--- src/rtb_pkg.sv ---
/*
  rtb_pkg: constants, register map and state type for the record transfer
  buffer engine. Assumes a 125 MHz core clock and a 32-bit Avalon-MM slave.
*/
// Behaviour
// - with overwrite guard on, never write a buffer until software returns it
// - each buffer is written at its own programmed target bus address
// - interleaved layout: per index, channels back-to-back at own offsets
// - ring count 2..max is active; 0 (default) disables the channel
// - nonzero flush timer ejects partial buffer after timeout; zero disables
// - per-channel setting allows one record to span several buffers
// - drop-when-full off: stop acquiring once on-board memory is full
// - drop-when-full on: discard records once a whole record no longer fits
// - fill markers are written to fixed slots at 0x80000000 plus four times the buffer index
// - 32-bit marker starts at zero, becomes 1, then increments per posted buffer
// - after overflow in drop mode, resume once free space reaches hysteresis
package rtb_pkg;
  localparam int RTB_MAX_BUFS = 16;
  localparam int RTB_AW = 8;
  // register byte offsets
  localparam logic [7:0] RTB_CTRL = 8'h00;
  localparam logic [7:0] RTB_NBUF = 8'h04;
  localparam logic [7:0] RTB_TIMER = 8'h08;
  localparam logic [7:0] RTB_STAT = 8'h0c;
  localparam logic [7:0] RTB_IRQ_ST = 8'h10;
  localparam logic [7:0] RTB_IRQ_MSK = 8'h14;
  localparam logic [7:0] RTB_RETURN = 8'h18;
  localparam logic [7:0] RTB_PK_OFS = 8'h1c;
  localparam logic [7:0] RTB_HYST = 8'h20;
  localparam logic [7:0] RTB_ADDR_BASE = 8'h40;
  localparam logic [7:0] RTB_MARK_BASE = 8'h80;
  // control fields
  localparam int RTB_C_GUARD = 0;
  localparam int RTB_C_PACK = 1;
  localparam int RTB_C_UNBND = 2;
  localparam int RTB_C_DROP = 3;
  localparam int RTB_C_HOSTALLOC = 4;
  localparam logic [31:0] RTB_CTRL_RST = 32'h0000_0011;
  localparam logic [31:0] RTB_HYST_RST = 32'h0000_0003;
  // flush timer step: 65536 sample-clock units of 8 periods
  localparam int RTB_STEP_SAMPLES = 65536 * 8;
  localparam int RTB_CORE_MHZ = 125;
  localparam int RTB_STEP_CYC = RTB_STEP_SAMPLES;
  // interrupt bits
  localparam int RTB_I_DONE = 0;
  localparam int RTB_I_OVF = 1;
  localparam int RTB_I_FLUSH = 2;
  typedef enum logic [2:0] {
    RTB_IDLE, RTB_DATA, RTB_MARK, RTB_WAITB
  } rtb_state_e;
endpackage

--- src/rtb_addr_mem.sv ---
/*
  rtb_addr_mem: small table of per-buffer target addresses with a
  registered read port. Assumes writer and reader share the core clock.
*/
`timescale 1ns/1ps
module rtb_addr_mem import rtb_pkg::*; #(
  parameter int DEPTH = RTB_MAX_BUFS,
  parameter int AW = 4
) (
  input wire logic core_clk_in,
  input wire logic wr_en_in,
  input wire logic [AW-1:0] wr_idx_in,
  input wire logic [31:0] wr_data_in,
  input wire logic [AW-1:0] rd_idx_in,
  output logic [31:0] rd_data_out
);
  logic [31:0] mem_q [DEPTH];
  // write port and registered read
  always_ff @(posedge core_clk_in) begin
    if (wr_en_in) begin
      mem_q[wr_idx_in] <= wr_data_in;
    end
    rd_data_out <= mem_q[rd_idx_in];
  end
endmodule

--- src/rtb_dma_engine.sv ---
/*
  rtb_dma_engine: one channel of the record transfer engine. Moves record
  words into a ring of target buffers over a simple write master and posts
  fill markers. Assumes a 125 MHz core clock, synchronous active-high reset
  and a DMA write port that accepts a word when ready is high.
*/
// The placing of the registers and register access over Avalon-MM were decided locally.
`timescale 1ns/1ps
module rtb_dma_engine import rtb_pkg::*; #(
  parameter int NBUF_MAX = RTB_MAX_BUFS,
  parameter int BUF_WORDS = 64,
  parameter int STEP_CYC = RTB_STEP_CYC,
  parameter int MEM_WORDS = 1024
) (
  input wire logic core_clk_in,
  input wire logic rst_in,
  // avalon-mm slave
  input wire logic [RTB_AW-1:0] avs_address_in,
  input wire logic avs_read_in,
  input wire logic avs_write_in,
  input wire logic [31:0] avs_writedata_in,
  output logic [31:0] avs_readdata_out,
  output logic avs_waitrequest_out,
  // record source from acquisition
  input wire logic rec_valid_in,
  input wire logic [31:0] rec_data_in,
  input wire logic rec_last_in,
  output logic rec_ready_out,
  // on-board memory fill level in words
  input wire logic [15:0] mem_level_in,
  input wire logic [15:0] rec_words_in,
  output logic acq_stop_out,
  // dma write master
  output logic dma_valid_out,
  output logic [31:0] dma_addr_out,
  output logic [31:0] dma_data_out,
  input wire logic dma_ready_in,
  output logic irq_out
);
  localparam int IW = $clog2(NBUF_MAX);
  logic [31:0] ctrl_q, ctrl_d, nbuf_q, nbuf_d, timer_q, timer_d;
  logic [31:0] ofs_q, ofs_d, hyst_q, hyst_d;
  logic [2:0] ist_q, ist_d, msk_q, msk_d;
  logic [NBUF_MAX-1:0] busy_q, busy_d;
  logic [31:0] mark_q [NBUF_MAX];
  logic [31:0] mark_d [NBUF_MAX];
  rtb_state_e st_q, st_d;
  logic [IW-1:0] idx_q, idx_d;
  logic [15:0] fill_q, fill_d;
  logic [31:0] tcnt_q, tcnt_d;
  logic [15:0] steps_q, steps_d;
  logic drop_q, drop_d, stop_q, stop_d, ack_q, ack_d;
  logic [31:0] rdat_q, rdat_d;
  logic [31:0] base_addr;
  logic active, wr_hit, addr_wr, mark_wr;
  logic [2:0] ev;
  logic flush_due, take;
  logic [16:0] need_words;

  // buffer address table
  assign addr_wr = avs_write_in && ack_q &&
    avs_address_in[7:6] == RTB_ADDR_BASE[7:6];
  rtb_addr_mem #(.DEPTH(NBUF_MAX), .AW(IW)) u_addr (
    .core_clk_in(core_clk_in),
    .wr_en_in(addr_wr),
    .wr_idx_in(avs_address_in[IW+1:2]),
    .wr_data_in(avs_writedata_in),
    .rd_idx_in(idx_d),
    .rd_data_out(base_addr)
  );

  // channel active only with ring count in range
  assign active = nbuf_q >= 32'd2 && nbuf_q <= NBUF_MAX;
  assign wr_hit = avs_write_in && ack_q; // lands as waitrequest drops
  assign flush_due = timer_q != 32'd0 && steps_q >= timer_q[15:0];
  assign take = st_q == RTB_DATA && active && rec_valid_in && !drop_q &&
    dma_ready_in;

  // room check in 17 bits so a large record cannot wrap the sum
  assign need_words = {1'b0, mem_level_in} + {1'b0, rec_words_in};

  // overflow and drop control
  always_comb begin
    stop_d = stop_q;
    drop_d = drop_q;
    if (!ctrl_q[RTB_C_DROP]) begin
      if (mem_level_in >= MEM_WORDS[15:0]) stop_d = 1'b1;
    end else if (need_words > 17'(MEM_WORDS)) begin
      drop_d = 1'b1;
    end else if (drop_q && 32'(MEM_WORDS - mem_level_in) * 100 >=
                 hyst_q * MEM_WORDS && rec_valid_in == 1'b0) begin
      drop_d = 1'b0;
    end
  end

  // transfer state machine
  always_comb begin
    st_d = st_q;
    idx_d = idx_q;
    fill_d = fill_q;
    busy_d = busy_q;
    ev = 3'b000;
    tcnt_d = tcnt_q;
    steps_d = steps_q;
    for (int i = 0; i < NBUF_MAX; i++) mark_d[i] = mark_q[i];
    if (wr_hit && avs_address_in == RTB_RETURN) begin
      busy_d = busy_q & ~avs_writedata_in[NBUF_MAX-1:0];
    end
    // flush step counter
    if (fill_q != 16'd0 && tcnt_q == 32'(STEP_CYC - 1)) begin
      tcnt_d = 32'd0;
      steps_d = steps_q + 16'd1;
    end else if (fill_q != 16'd0) begin
      tcnt_d = tcnt_q + 32'd1;
    end
    case (st_q)
      RTB_IDLE: begin
        if (active) st_d = RTB_WAITB;
      end
      RTB_WAITB: begin
        // respect guard before reuse
        if (!active) st_d = RTB_IDLE;
        else if (!(ctrl_q[RTB_C_GUARD] && busy_q[idx_q])) st_d = RTB_DATA;
      end
      RTB_DATA: begin
        if (take) begin
          fill_d = fill_q + 16'd1;
          if (rec_last_in && !ctrl_q[RTB_C_UNBND]) ev[RTB_I_DONE] = 1'b1;
        end
        // full buffer, or partial eject, or record end
        if ((take && fill_q == 16'(BUF_WORDS - 1)) || flush_due ||
            (take && rec_last_in && !ctrl_q[RTB_C_UNBND])) begin
          st_d = RTB_MARK;
          if (flush_due) ev[RTB_I_FLUSH] = 1'b1;
        end
        // a disabled ring stops even mid-buffer
        if (!active) st_d = RTB_IDLE;
      end
      RTB_MARK: begin
        if (dma_ready_in) begin
          mark_d[idx_q] = mark_q[idx_q] + 32'd1;
          busy_d[idx_q] = 1'b1;
          fill_d = 16'd0;
          tcnt_d = 32'd0;
          steps_d = 16'd0;
          idx_d = (32'(idx_q) == nbuf_q - 32'd1) ? '0 : idx_q + 1'b1;
          st_d = RTB_WAITB;
        end
      end
      default: st_d = RTB_IDLE;
    endcase
  end

  // register writes and interrupt status
  always_comb begin
    ctrl_d = ctrl_q;
    nbuf_d = nbuf_q;
    timer_d = timer_q;
    ofs_d = ofs_q;
    hyst_d = hyst_q;
    msk_d = msk_q;
    ist_d = ist_q;
    if (wr_hit) begin
      case (avs_address_in)
        RTB_CTRL: ctrl_d = avs_writedata_in;
        RTB_NBUF: nbuf_d = avs_writedata_in;
        RTB_TIMER: timer_d = avs_writedata_in;
        RTB_PK_OFS: ofs_d = avs_writedata_in;
        RTB_HYST: hyst_d = avs_writedata_in;
        RTB_IRQ_MSK: msk_d = avs_writedata_in[2:0];
        RTB_IRQ_ST: ist_d = ist_q & ~avs_writedata_in[2:0];
        default: ist_d = ist_q;
      endcase
    end
    // set wins over clear
    ist_d = ist_d | ev | {1'b0, drop_d & ~drop_q | stop_d & ~stop_q, 1'b0};
  end

  // read data mux
  always_comb begin
    rdat_d = 32'd0;
    if (avs_address_in[7:6] == RTB_MARK_BASE[7:6]) begin
      rdat_d = mark_q[avs_address_in[IW+1:2]];
    end else begin
      case (avs_address_in)
        RTB_CTRL: rdat_d = ctrl_q;
        RTB_NBUF: rdat_d = nbuf_q;
        RTB_TIMER: rdat_d = timer_q;
        RTB_STAT: rdat_d = {16'(busy_q), 8'(idx_q), 5'd0, drop_q, stop_q,
                            active};
        RTB_IRQ_ST: rdat_d = {29'd0, ist_q};
        RTB_IRQ_MSK: rdat_d = {29'd0, msk_q};
        RTB_PK_OFS: rdat_d = ofs_q;
        RTB_HYST: rdat_d = hyst_q;
        default: rdat_d = 32'd0;
      endcase
    end
  end
  // one answer cycle per request
  assign ack_d = (avs_read_in || avs_write_in) && !ack_q;

  // state registers
  always_ff @(posedge core_clk_in) begin
    if (rst_in) begin
      ctrl_q <= RTB_CTRL_RST;
      nbuf_q <= 32'd0;
      timer_q <= 32'd0;
      ofs_q <= 32'd0;
      hyst_q <= RTB_HYST_RST;
      msk_q <= 3'd0;
      ist_q <= 3'd0;
      busy_q <= '0;
      st_q <= RTB_IDLE;
      idx_q <= '0;
      fill_q <= 16'd0;
      tcnt_q <= 32'd0;
      steps_q <= 16'd0;
      drop_q <= 1'b0;
      stop_q <= 1'b0;
      ack_q <= 1'b0;
      rdat_q <= 32'd0;
      for (int i = 0; i < NBUF_MAX; i++) mark_q[i] <= 32'd0;
    end else begin
      ctrl_q <= ctrl_d;
      nbuf_q <= nbuf_d;
      timer_q <= timer_d;
      ofs_q <= ofs_d;
      hyst_q <= hyst_d;
      msk_q <= msk_d;
      ist_q <= ist_d;
      busy_q <= busy_d;
      st_q <= st_d;
      idx_q <= idx_d;
      fill_q <= fill_d;
      tcnt_q <= tcnt_d;
      steps_q <= steps_d;
      drop_q <= drop_d;
      stop_q <= stop_d;
      ack_q <= ack_d;
      rdat_q <= rdat_d;
      for (int i = 0; i < NBUF_MAX; i++) mark_q[i] <= mark_d[i];
    end
  end

  // bus answer one cycle after request
  assign avs_waitrequest_out = (avs_read_in || avs_write_in) && !ack_q;
  assign avs_readdata_out = rdat_q;
  assign irq_out = |(ist_q & msk_q);
  assign acq_stop_out = stop_q;
  assign rec_ready_out = take || (drop_q && st_q != RTB_IDLE);
  assign dma_valid_out = (st_q == RTB_DATA && active && rec_valid_in &&
                          !drop_q) || st_q == RTB_MARK;
  // target address: buffer base plus packed offset plus word position, or marker slot
  assign dma_addr_out = st_q == RTB_MARK ?
    {RTB_MARK_BASE, 24'(idx_q) << 2} :
    base_addr + (ctrl_q[RTB_C_PACK] ? ofs_q : 32'd0) +
    {14'd0, fill_q, 2'b00};
  assign dma_data_out = st_q == RTB_MARK ? mark_q[idx_q] + 32'd1 :
                        rec_data_in;
endmodule

--- config.mk ---
export PLATFORM = sky130hd
export DESIGN_NAME = rtb_dma_engine
export DESIGN_NICKNAME = d
export VERILOG_FILES = /design/src/rtb_pkg.sv /design/src/rtb_addr_mem.sv /design/src/rtb_dma_engine.sv
export SDC_FILE = /design/constraint.sdc
export NUM_CORES = 2
export LEC_CHECK = 0
export BUFFER_PORTS_ARGS = -buffer_cell sky130_fd_sc_hd__buf_2
export CORE_ASPECT_RATIO = 1.5
export CORE_MARGIN = 2
export CORE_UTILIZATION = 60
export DETAILED_ROUTE_END_ITERATION = 7
export GPL_TIMING_DRIVEN = 0
export HOLD_SLACK_MARGIN = 0.08
export PLACE_DENSITY = 0.82
export SLEW_MARGIN = 20
export SYNTH_ARGS = -nofsm -noshare
export SYNTH_HDL_FRONTEND = slang
export SYNTH_SLANG_ARGS = --single-unit
export TNS_END_PERCENT = 20
--- constraint.sdc ---
create_clock -name core_clk_in -period 10.7 [get_ports core_clk_in]
set_input_delay 2.14 -clock core_clk_in [delete_from_list [all_inputs] [get_ports core_clk_in]]
set_output_delay 2.14 -clock core_clk_in [all_outputs]
set_load 0.01 [all_outputs]
==> reports/results.ini <==
[synthesis]
yosysTopAreaCellShare = 0.2559
yosys_most_used_dff = dfxtp_1
synthAdderAreaFrac = 0.04138
synth_edf_count = 512
yosys.area_share.simple = 0.1517
synthTopCellsByArea = dfxtp_1, edfxtp_1, mux4_2
synth_fp_nets = 6395
synth.most_common_cell = nor2_1
synth.avg_cell_area_um2 = 10.68
synth_cells = 6090
synth_compound_area_frac = 0.09802
synthMuxAreaShare = 0.1553
synth_top_family_by_area = multiplexers
synthArstFlopShare = 0
synth_top_area_cell = dfxtp_1
yosys_warnings = 0
synth-seq-area-share = 0.4924
yosysUniqueCellTypes = 89
synth_commonest_cells = nor2_1, dfxtp_1, nand2_1
yosys_register_bits = 1343
syn_area_um2 = 65010
synth_xor_area_frac = 0.02115

[place]
place.gp.congestion = 1.093
placed_cell_area_um2 = 68720
dp.cells = 7759
hpwlAfterDp_mm = 185.0
portBuffers = 209
pre_cts_slack_ns = 2.110

[floorplan]
start_util = 0.6063
fp.dieArea_um2 = 111100
core_um2 = 107200
io_pins = 212
dieWidth_um = 272.8
die_h_um = 407.2
row_count = 147

[setup_path]
reg2reg_depth = 12
critical_path_arrival_ns = 6.47
crit_path_top_delay_cell = nor4_1
cp_num_cells = 15
path_buf_inv = 2
cp_slowest_stage_delay_ns = 0.66
cp-end-kind = primary output
rrSetupSlack_ns = 4.46
cp-startpoint = ctrl_q[1]$_SDFFE_PP0P_
path_max_fanout = 10
cp.required_ns = 8.56
reg2reg_to = u_addr.rd_data_out[8]$_DFF_P_
cp-start-kind = flop
endpoint = dma_addr_out[31]
cp_common_cell = fa_1
critPathTopFamily = compound AO/OA/AOI/OAI gates
r2r_start = idx_q[2]$_SDFF_PP0_
worstPathCellList = clkbuf_1 -> and2_1 -> fa_1 -> fa_1 -> a211oi_1 -> o211ai_1 -> a21oi_1 -> nor3_1 -> a31oi_1 -> o21bai_1 -> o41ai_1 -> o21ai_0 -> and3_1 -> nor4_1 -> buf_2
path_class = reg2out

[drt]
viasPerCell = 6.924
via_count = 55390
drt_first_pass_iters = 8
wire_per_inst_um = 31.57
drtAntennaViolNets = 0
drc = 54
wl_mm = 252.5
drt-initial-drc-count = 7903

[sta]
worst_slack_ns = 2.094
clock_skew_ns = 0.08101
final_max_slew_viol_count = 0
worst_pin_slew_ns = 1.375
final-hold-violation-count = 0
fin_tns_setup_ns = 0
fmax_mhz = 116.2
setup_viol = 0
whs_ns = 0.4570
maxSlewHeadroom = 0.08323
period_share = 0.8043
period_minus_slack_ns = 8.606
rsz0062_at_grt = no

[cts]
cts_hold_buf = 0
cts_tree = yes
cts-root-buf = clkbuf_16
cts_max_path_buffers = 3
cts_resized = 0
clk_pin_slew_ns = 0.07
cts.sinks = 1343
h-tree-depth = 3
insertion_delay_ns = 0.82
cts_buffers = 119
cts_setup_buffers = 0

[grt]
grt_max_degree = 23
grt-ovfl-total = 0
antenna_found_initial = 24
grt_pass1_vias = 54020
grt_first_pass_wirelength_mm = 358.0
grt_usage = 0.4471

[power_and_ir_drop]
p_per_area_nw_per_um2 = 147.0
ir_worst_vdd_mv = 0.1426
finalPower_mw = 10.73
power_leakage_nw = 25.30

[job]
maxCapViolCount = 0

[final_layout]
final_util = 0.6807
syn_to_final_growth_pct = 12.28
seq_area_um2 = 32010
fin_area_um2 = 73000
multiInputGateArea_um2 = 30530
final_layout_size_suffix_gt1_frac = 0.1422
fillers = 7915
fin_cells = 7999
nNetsFinal = 6770

[status]
status = finished with violations
violations = DRC

[worst_hold_path]
hp-start = ctrl_q[30]$_SDFFE_PP0P_
hold_path_class = reg2reg

[layout make-up]
cell class	instances	area share
clock buffer	165	0.04594
sequential	1343	0.4385
multi-input combinational	4169	0.4182
buffer	459	0.02996
inverter	119	0.006119
tap	1415	0.02425
timing repair buffer	254	0.02443
clock inverter	61	0.01205
antenna	14	0.0004799
[flip-flops by register name, indices dropped and copies added (netlist names)]
signal              flops
mark_q                512
u_addr.mem_q          512
avs_readdata_out       32
ctrl_q                 32
hyst_q                 32
nbuf_q                 32
ofs_q                  32
tcnt_q                 32
timer_q                32
u_addr.rd_data_out     32
busy_q                 16
fill_q                 16
steps_q                16
idx_q                   4
ist_q                   3
msk_q                   3
st_q                    2
ack_q                   1
acq_stop_out            1
drop_q                  1
[power breakdown]
part | internal, mW | leakage, nW | total (mW) | switching, mW
clock | 2.56 | 2.06 | 4.67 | 2.11
combinational | 0.269 | 11.9 | 0.756 | 0.486
sequential | 5.30 | 11.3 | 5.30 | 0.00267
[logic make-up (layout without fill, tap and decap cells)]
group	count (synthesis)	in the layout
other	0	14
buffers and inverters	578	1058
adder cells (fa/ha/maj)	194	194
AO/OA/AOI/OAI	979	979
AND/OR/NAND/NOR	2254	2254
flip-flops	1343	1343
XOR/XNOR	148	148
multiplexers	594	594
[layout by cell type, fill, tap and decap left out, types with 27 or more instances in the layout]
master / synthesis / final
nor2_1: 964 / 952
a21oi_1: 266 / 266
buf_1: 39 / 30
edfxtp_1: 512 / 512
xor2_1: 80 / 80
nand2_1: 595 / 595
o22ai_1: 132 / 132
mux2i_1: 266 / 266
clkbuf_1: 316 / 332
mux4_2: 301 / 301
and3_1: 27 / 27
ha_1: 159 / 159
a211oi_1: 256 / 256
o21ai_0: 98 / 97
clkbuf_16: 0 / 121
nor4_1: 39 / 38
dfxtp_1: 831 / 831
or4_1: 41 / 41
fa_1: 35 / 35
inv_1: 119 / 119
a22oi_1: 65 / 65
buf_2: 50 / 269
nand3_1: 90 / 90
and2_1: 52 / 52
nor3_1: 309 / 304
buf_4: 22 / 41
xnor2_1: 59 / 58
nand4_1: 36 / 36
[worst reg2reg max path, stage by stage, from the launching register on]
cell      delay [ns]
dfxtp_1         0.32
buf_2           0.31
buf_2           0.54
buf_2           0.56
buf_1           0.72
clkbuf_1        0.73
nor2_1          0.13
a31oi_1         0.23
o21ai_0         0.15
a31oi_1         0.89
clkbuf_1        0.75
o22ai_1         0.28
or4_1           0.50
[worst min path at each step]
stage / cells after the start / slack [ns] / end
finish: 2 / 0.46 / ctrl_q[30]$_SDFFE_PP0P_
global route: 2 / 0.48 / ctrl_q[30]$_SDFFE_PP0P_
CTS: 2 / 0.46 / hyst_q[31]$_SDFFE_PP0P_
detailed placement: 2 / 0.45 / hyst_q[31]$_SDFFE_PP0P_
global placement: 2 / 0.44 / ctrl_q[28]$_SDFFE_PP0P_
floorplan: 2 / 0.44 / ctrl_q[12]$_SDFFE_PP0P_
[routing by layer]
| layer | up-vias | GRT usage | routed length, um |
|---|---|---|---|
| met5 | - | 0.002193 | 165 |
| met4 | 22 | 0.4260 | 29610 |
| met3 | 1569 | 0.1493 | 31240 |
| met2 | 4343 | 0.6999 | 114600 |
| met1 | 26450 | 0.4678 | 76910 |
| li1 | 23010 | - | - |
Power figures use the tool's default switching activity.
